**src/hw/dram_ecc_pkg.sv**
```systemverilog
// Shared constants for the symbol ECC datapath and its injection unit.
package dram_ecc_pkg;

  // Word geometry.
  localparam int DATA_W       = 128;
  localparam int CHECK_W      = 16;
  localparam int WORD_W       = 144;
  localparam int SYM_W        = 4;
  localparam int NUM_SYM      = 36;
  localparam int NUM_DATA_SYM = 32;
  localparam int SEG_W        = 16;
  localparam int NUM_SEG      = 9;
  localparam int SYN_W        = 16;
  localparam int SYM_IDX_W    = 6;
  localparam int ADDR_W       = 32;
  localparam int CORE_W       = 2;
  localparam int REG_ADDR_W   = 4;
  localparam int REG_DATA_W   = 32;

  // Cacheline is 64 bytes; each 16-byte quadrant is one ECC word.
  localparam int QUAD_LSB = 4;
  localparam int QUAD_W   = 2;

  // Register offsets.
  localparam logic [3:0] CTRL_OFS       = 4'h0;
  localparam logic [3:0] TARGET_OFS     = 4'h1;
  localparam logic [3:0] INJECT_OFS     = 4'h2;
  localparam logic [3:0] LOG_STATUS_OFS = 4'h3;
  localparam logic [3:0] LOG_ADDR_OFS   = 4'h4;
  localparam logic [3:0] ALIAS_STAT_OFS = 4'h5;
  localparam logic [3:0] ALIAS_ADDR_OFS = 4'h6;

  // Field positions.
  localparam int CTRL_MODULE_EN  = 0;
  localparam int CTRL_MEMORY_EN  = 1;
  localparam int CTRL_UNLOCK     = 2;
  localparam int CTRL_ROUTING    = 3;
  localparam int CTRL_SYM_WIDTH  = 4;
  localparam int TGT_ARRAY_LSB   = 0;
  localparam int TGT_QUAD_LSB    = 8;
  localparam int INJ_MASK_LSB    = 0;
  localparam int INJ_SEL_LSB     = 16;
  localparam int INJ_CONT        = 28;
  localparam int INJ_WR_REQ      = 29;
  localparam int INJ_RD_REQ      = 30;
  localparam int LOG_SYN_LSB     = 0;
  localparam int LOG_SYM_LSB     = 16;
  localparam int LOG_CE          = 24;
  localparam int LOG_UC          = 25;
  localparam int LOG_OVERFLOW    = 26;
  localparam int LOG_VALID       = 31;

  // Codes and reset values.
  localparam logic [3:0]  ARRAY_DRAM  = 4'h8;
  localparam logic        SYM_X4      = 1'b1;
  localparam logic [31:0] REG_RST     = 32'h0000_0000;
  localparam logic [5:0]  CHK_SYM0    = 6'h20;

  // Syndrome of a single set bit in each data symbol, bits 0..3.
  localparam logic [15:0] DATA_COL [0:127] = '{
    16'hE821, 16'h7C32, 16'hBB44, 16'hDD88,
    16'h5D31, 16'hA612, 16'h9584, 16'hEAC8,
    16'h0001, 16'h0002, 16'h0004, 16'h0008,
    16'h2021, 16'h3032, 16'h4044, 16'h8088,
    16'h5041, 16'hA082, 16'h9054, 16'hE0A8,
    16'hBE21, 16'hD732, 16'h2144, 16'h3288,
    16'h4951, 16'h8EA2, 16'h5394, 16'hA1E8,
    16'h74E1, 16'h9872, 16'hD6B4, 16'h6BD8,
    16'h15C1, 16'h2A42, 16'hCEF4, 16'h4758,
    16'h3D01, 16'h1602, 16'h8504, 16'hCA08,
    16'h9801, 16'hEC02, 16'h6B04, 16'hBD08,
    16'hD131, 16'h6212, 16'h3884, 16'h1CC8,
    16'hE1D1, 16'h7262, 16'hB834, 16'hDC18,
    16'h6051, 16'hB0A2, 16'h1094, 16'h20E8,
    16'hA4C1, 16'hF842, 16'hE6F4, 16'h7B58,
    16'h11C1, 16'h2242, 16'hC8F4, 16'h4C58,
    16'h45D1, 16'h8A62, 16'h5E34, 16'hA718,
    16'h63E1, 16'hB172, 16'h14B4, 16'h28D8,
    16'hB741, 16'hD982, 16'h2254, 16'h33A8,
    16'hDD41, 16'h6682, 16'h3554, 16'h1AA8,
    16'h2BD1, 16'h3D62, 16'h4F34, 16'h8518,
    16'h83C1, 16'hC142, 16'hA4F4, 16'hF858,
    16'h8FD1, 16'hC562, 16'hA934, 16'hFE18,
    16'h4791, 16'h89E2, 16'h5264, 16'hA3B8,
    16'h5781, 16'hA9C2, 16'h92A4, 16'hE3F8,
    16'hBF41, 16'hD582, 16'h2954, 16'h3EA8,
    16'h9391, 16'hE1E2, 16'h6464, 16'hB8B8,
    16'hCCE1, 16'h4472, 16'hFDB4, 16'h56D8,
    16'hA761, 16'hF9B2, 16'hE214, 16'h7328,
    16'hFF61, 16'h55B2, 16'h7914, 16'h9E28,
    16'h5451, 16'hA8A2, 16'h9694, 16'hEBE8,
    16'h6FC1, 16'hB542, 16'h19F4, 16'h2E58
  };

endpackage

```
**src/hw/dram_symbol_ecc_and_injection.sv**
```systemverilog
// Symbol ECC encode/decode, error log and error injection for a DRAM path.
//
// Chosen here: the register offsets and the address-and-strobe port.
`timescale 1ns/1ps
module dram_symbol_ecc_and_injection
  import dram_ecc_pkg::*;
(
  // Clock and reset.
  input  wire logic                  clk,
  input  wire logic                  rst,
  // Register port.
  input  wire logic [REG_ADDR_W-1:0] reg_addr,
  input  wire logic [REG_DATA_W-1:0] reg_wdata,
  input  wire logic                  reg_wr,
  input  wire logic                  reg_rd,
  input  wire logic [CORE_W-1:0]     reg_core,
  output logic      [REG_DATA_W-1:0] reg_rdata,
  output logic                       status_write_fault,
  // Core that owns the shared bank.
  input  wire logic [CORE_W-1:0]     master_node_core,
  // Write path toward memory.
  input  wire logic                  wr_valid,
  input  wire logic                  wr_uncached,
  input  wire logic [ADDR_W-1:0]     wr_addr,
  input  wire logic [DATA_W-1:0]     wr_data,
  output logic                       wr_out_valid,
  output logic      [ADDR_W-1:0]     wr_out_addr,
  output logic      [WORD_W-1:0]     wr_out_word,
  output logic                       wr_out_injected,
  // Read path from memory.
  input  wire logic                  rd_valid,
  input  wire logic                  rd_uncached,
  input  wire logic [ADDR_W-1:0]     rd_addr,
  input  wire logic [WORD_W-1:0]     rd_word,
  input  wire logic [CORE_W-1:0]     rd_core,
  output logic                       rd_out_valid,
  output logic      [DATA_W-1:0]     rd_out_data,
  output logic                       rd_out_corrected,
  output logic                       rd_out_uncorrectable,
  // Machine check report.
  output logic                       mca_exception,
  output logic      [CORE_W-1:0]     mca_exception_core
);

  // Software state.
  logic [4:0]            ctrl_reg;
  logic [REG_DATA_W-1:0] target_reg;
  logic [REG_DATA_W-1:0] inject_reg;
  logic [REG_DATA_W-1:0] log_status_reg;
  logic [ADDR_W-1:0]     log_addr_reg;

  logic                  module_check_enable;
  logic                  memory_check_enable;
  logic                  mca_status_write_unlock;
  logic                  shared_bank_master_core_routing;
  logic [3:0]            target_array_choice;
  logic [QUAD_W-1:0]     target_quadrant_index;
  logic [SEG_W-1:0]      corrupt_bit_mask;
  logic [NUM_SEG-1:0]    corrupt_word_select;
  logic                  continuous_inject;
  logic                  single_write_inject_request;
  logic                  single_read_inject_request;

  assign module_check_enable             = ctrl_reg[CTRL_MODULE_EN];
  assign memory_check_enable             = ctrl_reg[CTRL_MEMORY_EN];
  assign mca_status_write_unlock         = ctrl_reg[CTRL_UNLOCK];
  assign shared_bank_master_core_routing = ctrl_reg[CTRL_ROUTING];
  assign target_array_choice   = target_reg[TGT_ARRAY_LSB +: 4];
  assign target_quadrant_index = target_reg[TGT_QUAD_LSB +: QUAD_W];
  assign corrupt_bit_mask      = inject_reg[INJ_MASK_LSB +: SEG_W];
  assign corrupt_word_select   = inject_reg[INJ_SEL_LSB +: NUM_SEG];
  assign continuous_inject           = inject_reg[INJ_CONT];
  assign single_write_inject_request = inject_reg[INJ_WR_REQ];
  assign single_read_inject_request  = inject_reg[INJ_RD_REQ];

  // Injection qualification.
  logic inject_ok;
  logic wr_fire;
  logic rd_fire;

  assign inject_ok = module_check_enable && memory_check_enable &&
                     (target_array_choice == ARRAY_DRAM);

  // Only the addressed access's own quadrant is hit, at its own address.
  assign wr_fire = wr_valid && wr_uncached && inject_ok &&
                   !single_read_inject_request &&
                   (continuous_inject || single_write_inject_request) &&
                   (wr_addr[QUAD_LSB +: QUAD_W] == target_quadrant_index);
  assign rd_fire = rd_valid && rd_uncached && inject_ok &&
                   single_read_inject_request &&
                   (rd_addr[QUAD_LSB +: QUAD_W] == target_quadrant_index);

  // Encoder: data symbol n is data bits 4n+3..4n.
  logic [SYN_W-1:0] enc_part [NUM_DATA_SYM];
  logic [SYN_W-1:0] dec_part [NUM_DATA_SYM];
  logic [SYN_W-1:0] dec_mix  [NUM_DATA_SYM];
  logic [WORD_W-1:0] rd_word_eff;
  logic [SYN_W-1:0]  syn;

  for (genvar n = 0; n < NUM_DATA_SYM; n++) begin : g_sym
    symbol_column_mix #(
      .COL0 (DATA_COL[4*n]),
      .COL1 (DATA_COL[4*n+1]),
      .COL2 (DATA_COL[4*n+2]),
      .COL3 (DATA_COL[4*n+3])
    ) u_enc (
      .nibble   (wr_data[n*SYM_W +: SYM_W]),
      .syndrome (enc_part[n])
    );
    symbol_column_mix #(
      .COL0 (DATA_COL[4*n]),
      .COL1 (DATA_COL[4*n+1]),
      .COL2 (DATA_COL[4*n+2]),
      .COL3 (DATA_COL[4*n+3])
    ) u_dec (
      .nibble   (rd_word_eff[n*SYM_W +: SYM_W]),
      .syndrome (dec_part[n])
    );
    symbol_column_mix #(
      .COL0 (DATA_COL[4*n]),
      .COL1 (DATA_COL[4*n+1]),
      .COL2 (DATA_COL[4*n+2]),
      .COL3 (DATA_COL[4*n+3])
    ) u_match (
      .nibble   (syn[SYM_W-1:0]),
      .syndrome (dec_mix[n])
    );
  end

  // Check symbols 20h..23h are solved so the stored word has zero syndrome.
  logic [SYN_W-1:0]   enc_par;
  logic [CHECK_W-1:0] enc_check;
  logic [WORD_W-1:0]  enc_word;
  logic [WORD_W-1:0]  inj_word;

  always_comb begin
    enc_par = '0;
    for (int n = 0; n < NUM_DATA_SYM; n++) begin
      enc_par = enc_par ^ enc_part[n];
    end
  end

  assign enc_check = {enc_par[3:0], enc_par[15:12], enc_par[11:8],
                      enc_par[7:4] ^ enc_par[3:0]};
  assign enc_word  = {enc_check, wr_data};

  word_corruptor u_wr_corrupt (
    .word_in    (enc_word),
    .seg_select (corrupt_word_select),
    .bit_mask   (corrupt_bit_mask),
    .fire       (wr_fire),
    .word_out   (inj_word)
  );

  word_corruptor u_rd_corrupt (
    .word_in    (rd_word),
    .seg_select (corrupt_word_select),
    .bit_mask   (corrupt_bit_mask),
    .fire       (rd_fire),
    .word_out   (rd_word_eff)
  );

  // Syndrome of the received word.
  logic [3:0] c20;
  logic [3:0] c21;
  logic [3:0] c22;
  logic [3:0] c23;

  assign c20 = rd_word_eff[DATA_W +: 4];
  assign c21 = rd_word_eff[DATA_W+4 +: 4];
  assign c22 = rd_word_eff[DATA_W+8 +: 4];
  assign c23 = rd_word_eff[DATA_W+12 +: 4];

  always_comb begin
    syn = {c22, c21, c20 ^ c23, c23};
    for (int n = 0; n < NUM_DATA_SYM; n++) begin
      syn = syn ^ dec_part[n];
    end
  end

  // Single-symbol locator and corrector.
  logic [DATA_W-1:0]    fix_data;
  logic                 sym_hit;
  logic [SYM_IDX_W-1:0] sym_idx;
  logic                 err_any;
  logic                 err_uc;

  always_comb begin
    fix_data = rd_word_eff[DATA_W-1:0];
    sym_hit  = 1'b0;
    sym_idx  = '0;
    for (int n = 0; n < NUM_DATA_SYM; n++) begin
      if (syn[3:0] != 4'h0 && dec_mix[n] == syn) begin
        fix_data[n*SYM_W +: SYM_W] = fix_data[n*SYM_W +: SYM_W] ^ syn[3:0];
        sym_hit = 1'b1;
        sym_idx = SYM_IDX_W'(n);
      end
    end
    if (syn[15:8] == 8'h00 && syn[3:0] == 4'h0 && syn[7:4] != 4'h0) begin
      sym_hit = 1'b1;
      sym_idx = CHK_SYM0;
    end
    if (syn[15:12] == 4'h0 && syn[7:0] == 8'h00 && syn[11:8] != 4'h0) begin
      sym_hit = 1'b1;
      sym_idx = CHK_SYM0 + 6'h01;
    end
    if (syn[11:0] == 12'h000 && syn[15:12] != 4'h0) begin
      sym_hit = 1'b1;
      sym_idx = CHK_SYM0 + 6'h02;
    end
    if (syn[15:8] == 8'h00 && syn[3:0] != 4'h0 && syn[7:4] == syn[3:0]) begin
      sym_hit = 1'b1;
      sym_idx = CHK_SYM0 + 6'h03;
    end
  end

  assign err_any = rd_valid && (syn != '0);
  assign err_uc  = err_any && !sym_hit;

  // Encoded write output.
  always_ff @(posedge clk or posedge rst) begin
    if (rst) begin
      wr_out_valid    <= 1'b0;
      wr_out_addr     <= '0;
      wr_out_word     <= '0;
      wr_out_injected <= 1'b0;
    end else begin
      wr_out_valid    <= wr_valid;
      wr_out_addr     <= wr_addr;
      wr_out_word     <= inj_word;
      wr_out_injected <= wr_fire;
    end
  end

  // Decoded read output; errors surface only when data is read back.
  always_ff @(posedge clk or posedge rst) begin
    if (rst) begin
      rd_out_valid         <= 1'b0;
      rd_out_data          <= '0;
      rd_out_corrected     <= 1'b0;
      rd_out_uncorrectable <= 1'b0;
    end else begin
      rd_out_valid         <= rd_valid;
      rd_out_data          <= fix_data;
      rd_out_corrected     <= err_any && sym_hit;
      rd_out_uncorrectable <= err_uc;
    end
  end

  // Exception goes to the master core when routing is on.
  always_ff @(posedge clk or posedge rst) begin
    if (rst) begin
      mca_exception      <= 1'b0;
      mca_exception_core <= '0;
    end else begin
      mca_exception      <= err_any;
      mca_exception_core <= shared_bank_master_core_routing ?
                            master_node_core : rd_core;
    end
  end

  // Register decode.
  logic bank_access_ok;
  logic wr_ctrl;
  logic wr_target;
  logic wr_inject;
  logic wr_log_stat;
  logic wr_log_addr;
  logic log_write_allowed;

  assign bank_access_ok = !shared_bank_master_core_routing ||
                          (reg_core == master_node_core);
  assign wr_ctrl     = reg_wr && reg_addr == CTRL_OFS;
  assign wr_target   = reg_wr && reg_addr == TARGET_OFS;
  assign wr_inject   = reg_wr && reg_addr == INJECT_OFS;
  assign wr_log_stat = reg_wr && reg_addr == LOG_STATUS_OFS && bank_access_ok;
  assign wr_log_addr = reg_wr && reg_addr == LOG_ADDR_OFS && bank_access_ok;
  assign log_write_allowed = mca_status_write_unlock || reg_wdata == '0;

  always_ff @(posedge clk or posedge rst) begin
    if (rst) begin
      ctrl_reg   <= REG_RST[4:0];
      target_reg <= REG_RST;
    end else begin
      if (wr_ctrl) begin
        ctrl_reg <= {SYM_X4, reg_wdata[3:0]};
      end
      if (wr_target) begin
        target_reg <= reg_wdata;
      end
    end
  end

  // Single-write request self-clears once applied; a new software write wins.
  always_ff @(posedge clk or posedge rst) begin
    if (rst) begin
      inject_reg <= REG_RST;
    end else if (wr_inject) begin
      inject_reg <= reg_wdata;
    end else begin
      if (wr_fire && single_write_inject_request) begin
        inject_reg[INJ_WR_REQ] <= 1'b0;
      end
      if (rd_fire) begin
        inject_reg[INJ_RD_REQ] <= 1'b0;
      end
    end
  end

  // Nonzero status writes need the unlock bit; otherwise they fault, except non-master writes under routing, which are dropped.
  always_ff @(posedge clk or posedge rst) begin
    if (rst) begin
      status_write_fault <= 1'b0;
    end else begin
      status_write_fault <= (wr_log_stat || wr_log_addr) &&
                            !log_write_allowed;
    end
  end

  // Error log: a hardware error that is logged in the same cycle beats a software write; an error not logged only sets overflow.
  logic hw_take;

  assign hw_take = err_any && (!log_status_reg[LOG_VALID] ||
                   (err_uc && !log_status_reg[LOG_UC]));

  always_ff @(posedge clk or posedge rst) begin
    if (rst) begin
      log_status_reg <= REG_RST;
    end else if (hw_take) begin
      log_status_reg                          <= '0;
      log_status_reg[LOG_SYN_LSB +: SYN_W]    <= syn;
      log_status_reg[LOG_SYM_LSB +: SYM_IDX_W] <= sym_hit ? sym_idx : '0;
      log_status_reg[LOG_CE]                  <= !err_uc;
      log_status_reg[LOG_UC]                  <= err_uc;
      log_status_reg[LOG_OVERFLOW]            <= log_status_reg[LOG_VALID];
      log_status_reg[LOG_VALID]               <= 1'b1;
    end else begin
      if (wr_log_stat && log_write_allowed) begin
        log_status_reg <= reg_wdata;
      end
      if (err_any) begin
        log_status_reg[LOG_OVERFLOW] <= 1'b1;
      end
    end
  end

  always_ff @(posedge clk or posedge rst) begin
    if (rst) begin
      log_addr_reg <= REG_RST;
    end else if (hw_take) begin
      log_addr_reg <= {rd_addr[ADDR_W-1:QUAD_LSB],
                       {QUAD_LSB{1'b0}}};
    end else if (wr_log_addr && log_write_allowed) begin
      log_addr_reg <= reg_wdata;
    end
  end

  // Read data stand for one cycle only.
  logic [REG_DATA_W-1:0] rd_mux;

  always_comb begin
    rd_mux = '0;
    unique case (reg_addr)
      CTRL_OFS:       rd_mux = {27'h0, ctrl_reg};
      TARGET_OFS:     rd_mux = target_reg;
      INJECT_OFS:     rd_mux = inject_reg;
      LOG_STATUS_OFS: rd_mux = bank_access_ok ? log_status_reg : '0;
      LOG_ADDR_OFS:   rd_mux = bank_access_ok ? log_addr_reg : '0;
      ALIAS_STAT_OFS: rd_mux = log_status_reg;
      ALIAS_ADDR_OFS: rd_mux = log_addr_reg;
      default:        rd_mux = '0;
    endcase
  end

  always_ff @(posedge clk or posedge rst) begin
    if (rst) begin
      reg_rdata <= '0;
    end else begin
      reg_rdata <= reg_rd ? rd_mux : '0;
    end
  end

endmodule

```
**src/hw/symbol_column_mix.sv**
```systemverilog
// Linear map of one 4-bit symbol pattern onto its 16-bit syndrome.
`timescale 1ns/1ps
module symbol_column_mix #(
  parameter logic [15:0] COL0 = 16'h0001,
  parameter logic [15:0] COL1 = 16'h0002,
  parameter logic [15:0] COL2 = 16'h0004,
  parameter logic [15:0] COL3 = 16'h0008
) (
  // Symbol pattern in, syndrome out.
  input  wire logic [3:0]  nibble,
  output logic      [15:0] syndrome
);

  assign syndrome = ({16{nibble[0]}} & COL0) ^ ({16{nibble[1]}} & COL1) ^
                    ({16{nibble[2]}} & COL2) ^ ({16{nibble[3]}} & COL3);

endmodule

```
**src/hw/word_corruptor.sv**
```systemverilog
// Flips the masked bits of every selected 16-bit word of an ECC word.
`timescale 1ns/1ps
module word_corruptor
  import dram_ecc_pkg::*;
(
  // Word and pattern.
  input  wire logic [WORD_W-1:0]  word_in,
  input  wire logic [NUM_SEG-1:0] seg_select,
  input  wire logic [SEG_W-1:0]   bit_mask,
  input  wire logic               fire,
  // Result.
  output logic      [WORD_W-1:0]  word_out
);

  always_comb begin
    word_out = word_in;
    for (int k = 0; k < NUM_SEG; k++) begin
      if (fire && seg_select[k]) begin
        word_out[k*SEG_W +: SEG_W] = word_in[k*SEG_W +: SEG_W] ^ bit_mask;
      end
    end
  end

endmodule

```
**config.mk**
```make
export PLATFORM = sky130hd
export DESIGN_NAME = dram_symbol_ecc_and_injection
export DESIGN_NICKNAME = d
export VERILOG_FILES = /design/src/hw/dram_ecc_pkg.sv /design/src/hw/dram_symbol_ecc_and_injection.sv /design/src/hw/symbol_column_mix.sv /design/src/hw/word_corruptor.sv
export SDC_FILE = /design/constraint.sdc
export NUM_CORES = 2
export LEC_CHECK = 0
export BUFFER_PORTS_ARGS = -buffer_cell sky130_fd_sc_hd__buf_2
export CORE_AREA = 4 4 280 282
export DETAILED_ROUTE_END_ITERATION = 10
export DIE_AREA = 0 0 284 286
export PLACE_DENSITY = 0.67
export SYNTH_ARGS = -nofsm -noshare
export SYNTH_HDL_FRONTEND = slang
export SYNTH_SLANG_ARGS = --single-unit
```
**constraint.sdc**
```tcl
create_clock -name clk -period 21.3 [get_ports clk]
set_input_delay 2.13 -clock clk [delete_from_list [all_inputs] [get_ports clk]]
set_output_delay 2.13 -clock clk [all_outputs]
set_load 0.005 [all_outputs]
```
==> metrics.txt <==
register area share after synthesis between 30% and 40%; Final Hold Fails 0; MaxCap Viol Count 0; Largest register FFs approximately 140; WL final 149200 um; CP max FO 93; leading area contributor after synthesis dfrtp_1; setup TNS 0 ns; final setup vio count 0; CTS tree built; Yosys top cell area share 36.01%; layout cells sized above 1 a little over a quarter; H-tree levels 2; total core area ~0.076 mm2; Detailed Place HPWL between 100000 and 150000 um; Die H between 200 and 300 um; GPL Wtd Cong just over 1; highest ir drop seen on vdd about 0.27 mV; fill count between 6000 and 7000; CTS buffer count 52; Slew HR 5.232%; CP required between 20 and 25 ns; Mapped Nets 3542; placed insts ~4700; Clock Skews around 0.035 ns; Initial Utilization a little over two fifths; Syn. warnings 0; DRT Pass-1 Iters 8; count of pins over their slew limit 0; Port Buf Inserts ~730; Total GRT Usage approximately 35%; DR DRC count 0; antenna violations before repair 7; most common cell in the netlist xnor2_1; Sink Count ~480; Fin Hold WS approximately 0.47 ns; achievable clock frequency between 80 and 90 MHz; Min-Delay Path Class flop to flop; Synth Flop Type dfrtp_1; die width roughly 280 um; Post-Synthesis Cells 3154; die area between 0.08 and 0.09 mm2; vias in the first global route roughly 27000; Worst-path clk slew ~0.060 ns; NumNets Final around 4200; post-synthesis register bit count ~480; # resized after CTS 0; ratio of final minimum period to clock period approximately 57%; Synth cell types 85; first-pass GRT wire length 206200 um; Via density 5.781; initial drt markers between 3000 and 4000; Post-synth EDFFs 0; Synth area leaders dfrtp_1, xnor2_1, xor2_1, xnor3_1, nand2_1; CP Capture Type flop; Storage cell area 0.01196 mm2; largest net degree at the start of global routing 178; root buffer cell clkbuf_16; status completed; Biggest register wr_out_word; antenna-violating nets left 0; kind of critical path input port to flop; syn_area_per_cell 10.53 um2; post-synthesis cell area 0.03322 mm2; Layout area overhead 19.18%; clock latency on the worst-skew pair roughly 0.63 ns; Ports around 730; Row Count between 100 and 150; cts hold-fix bufs 0; arrival time worst endpoint approximately 13 ns; Power Density 190.3 mW/mm2; Slew @ Worst Pin approximately 1.4 ns; Via Count 27890; multi-input combinational cell area between 0.02 and 0.025 mm2; post-synthesis async set-or-reset flop share 100.0%; RSZ-0062 raised after global routing no; Min Clock Period, post-route roughly 12 ns; DR WL/cell just over 30 um; leakage ~17 nW; largest registers wr_out_word: 144 flops, rd_out_data: 128 flops; Post-synth top cells xnor2_1, dfrtp_1, xor2_1; CP Launch Type input port; GRT overflow 0; Post-Layout Cell Count around 4800; Post-CTS Setup Inserts 0; clock buffer depth 3
[power breakdown]
| part | switching, mW | leakage, nW | internal (mW) |
|---|---|---|---|
| registers | 0.0886 | 5.74 | 1.05 |
| clock network | 0.397 | 0.900 | 0.574 |
| logic | 3.26 | 10.4 | 2.16 |
[through the flow]
step           power [mW]  utilization (%)  setup WS [ns]  area [um2]
4_1_cts             7.415            52.29          9.625       39580
6_report            7.533            52.30          9.220       39590
2_1_floorplan       5.047                -          5.834       33220
3_5_place_dp        6.422            49.88          8.984       37760
3_3_place_gp        6.363            49.88          9.064       37760
5_1_grt             7.850            52.29          9.111       39580
[cell families after synthesis]
| logic type | count (synthesis) | synth area share [%] |
|---|---|---|
| xor gates and xnor gates | 1331 | 40.37 |
| adders and majority gates | 2 | 0.07532 |
| AOI/OAI and AO/OA | 186 | 3.808 |
| and+or+nand+nor | 778 | 11.66 |
| muxes | 145 | 4.648 |
| DFF | 478 | 36.01 |
| buffers and inverters | 234 | 3.428 |
[path summary, 6_finish.rpt]
check                                   start                  to  slack (ns)  cells past startpoint
worst min register to register    ctrl_reg[4]         ctrl_reg[4]        0.47                      1
min in group asynchronous                 rst     wr_out_addr[18]        1.70                      2
max in group asynchronous                 rst       reg_rdata[18]       17.33                      4
worst max-delay path               rd_addr[5]  log_status_reg[16]        9.22                     23
worst max register to register  target_reg[9]  log_status_reg[16]       10.35                     22
worst min-delay path              ctrl_reg[4]         ctrl_reg[4]        0.47                      1
[final cells by class]
type | instances | area share [%]
Timing Repair Buffer | 817 | 10.94
Clock inverter | 24 | 0.8660
Inverter | 9 | 0.1296
Tap cell | 978 | 3.091
Clock buffer | 74 | 3.749
Antenna cell | 2 | 0.01264
Sequential cell | 478 | 30.22
Multi-Input combinational cell | 2442 | 51.00
[layer usage]
metal,GRT usage (%),vias up,share of wire [%],routed length [um]
met5,0,-,0,0
met4,15.34,0,5.5,8218
met3,8.159,427,11,15670
met2,55.28,1895,44,66060
met1,47.61,13830,40,59210
li1,-,11730,-,-
[placed cells by master (no fill, tap or decap), drive strengths merged, types with 7 or more instances in the layout]
master / n
nand4: 159
xor3: 8
clkinv: 13
a222oi: 32
nand2b: 8
nor4: 22
buf: 817
xor2: 346
and2: 21
nor2: 119
nand3b: 7
dfrtp: 478
nand2: 317
xnor3: 98
nor2b: 9
bufinv: 7
nor3: 15
nor3b: 9
or3: 15
xnor2: 879
inv: 12
o21ai: 59
nand3: 34
mux2: 74
mux2i: 71
clkbuf: 74
a21oi: 47
a211oi: 8
and3: 17
[worst max-delay path, cell delays in order]
cell	delay [ns]
buf_2	0.12
xnor2_2	0.39
nor3b_4	0.26
buf_4	0.57
buf_4	0.85
nand4_1	0.20
xor2_1	1.13
xnor3_1	0.50
xor2_1	0.16
xnor2_1	0.44
xnor3_1	0.55
xor3_1	0.81
nor4bb_1	1.16
xnor2_1	0.20
o21ai_0	0.10
a21oi_1	0.46
nand4bb_1	0.22
nor4_4	0.35
nand4b_1	0.21
a21oi_4	0.43
buf_4	0.80
nor2_1	0.13
o22a_1	0.24
Power figures use the tool's default switching activity.
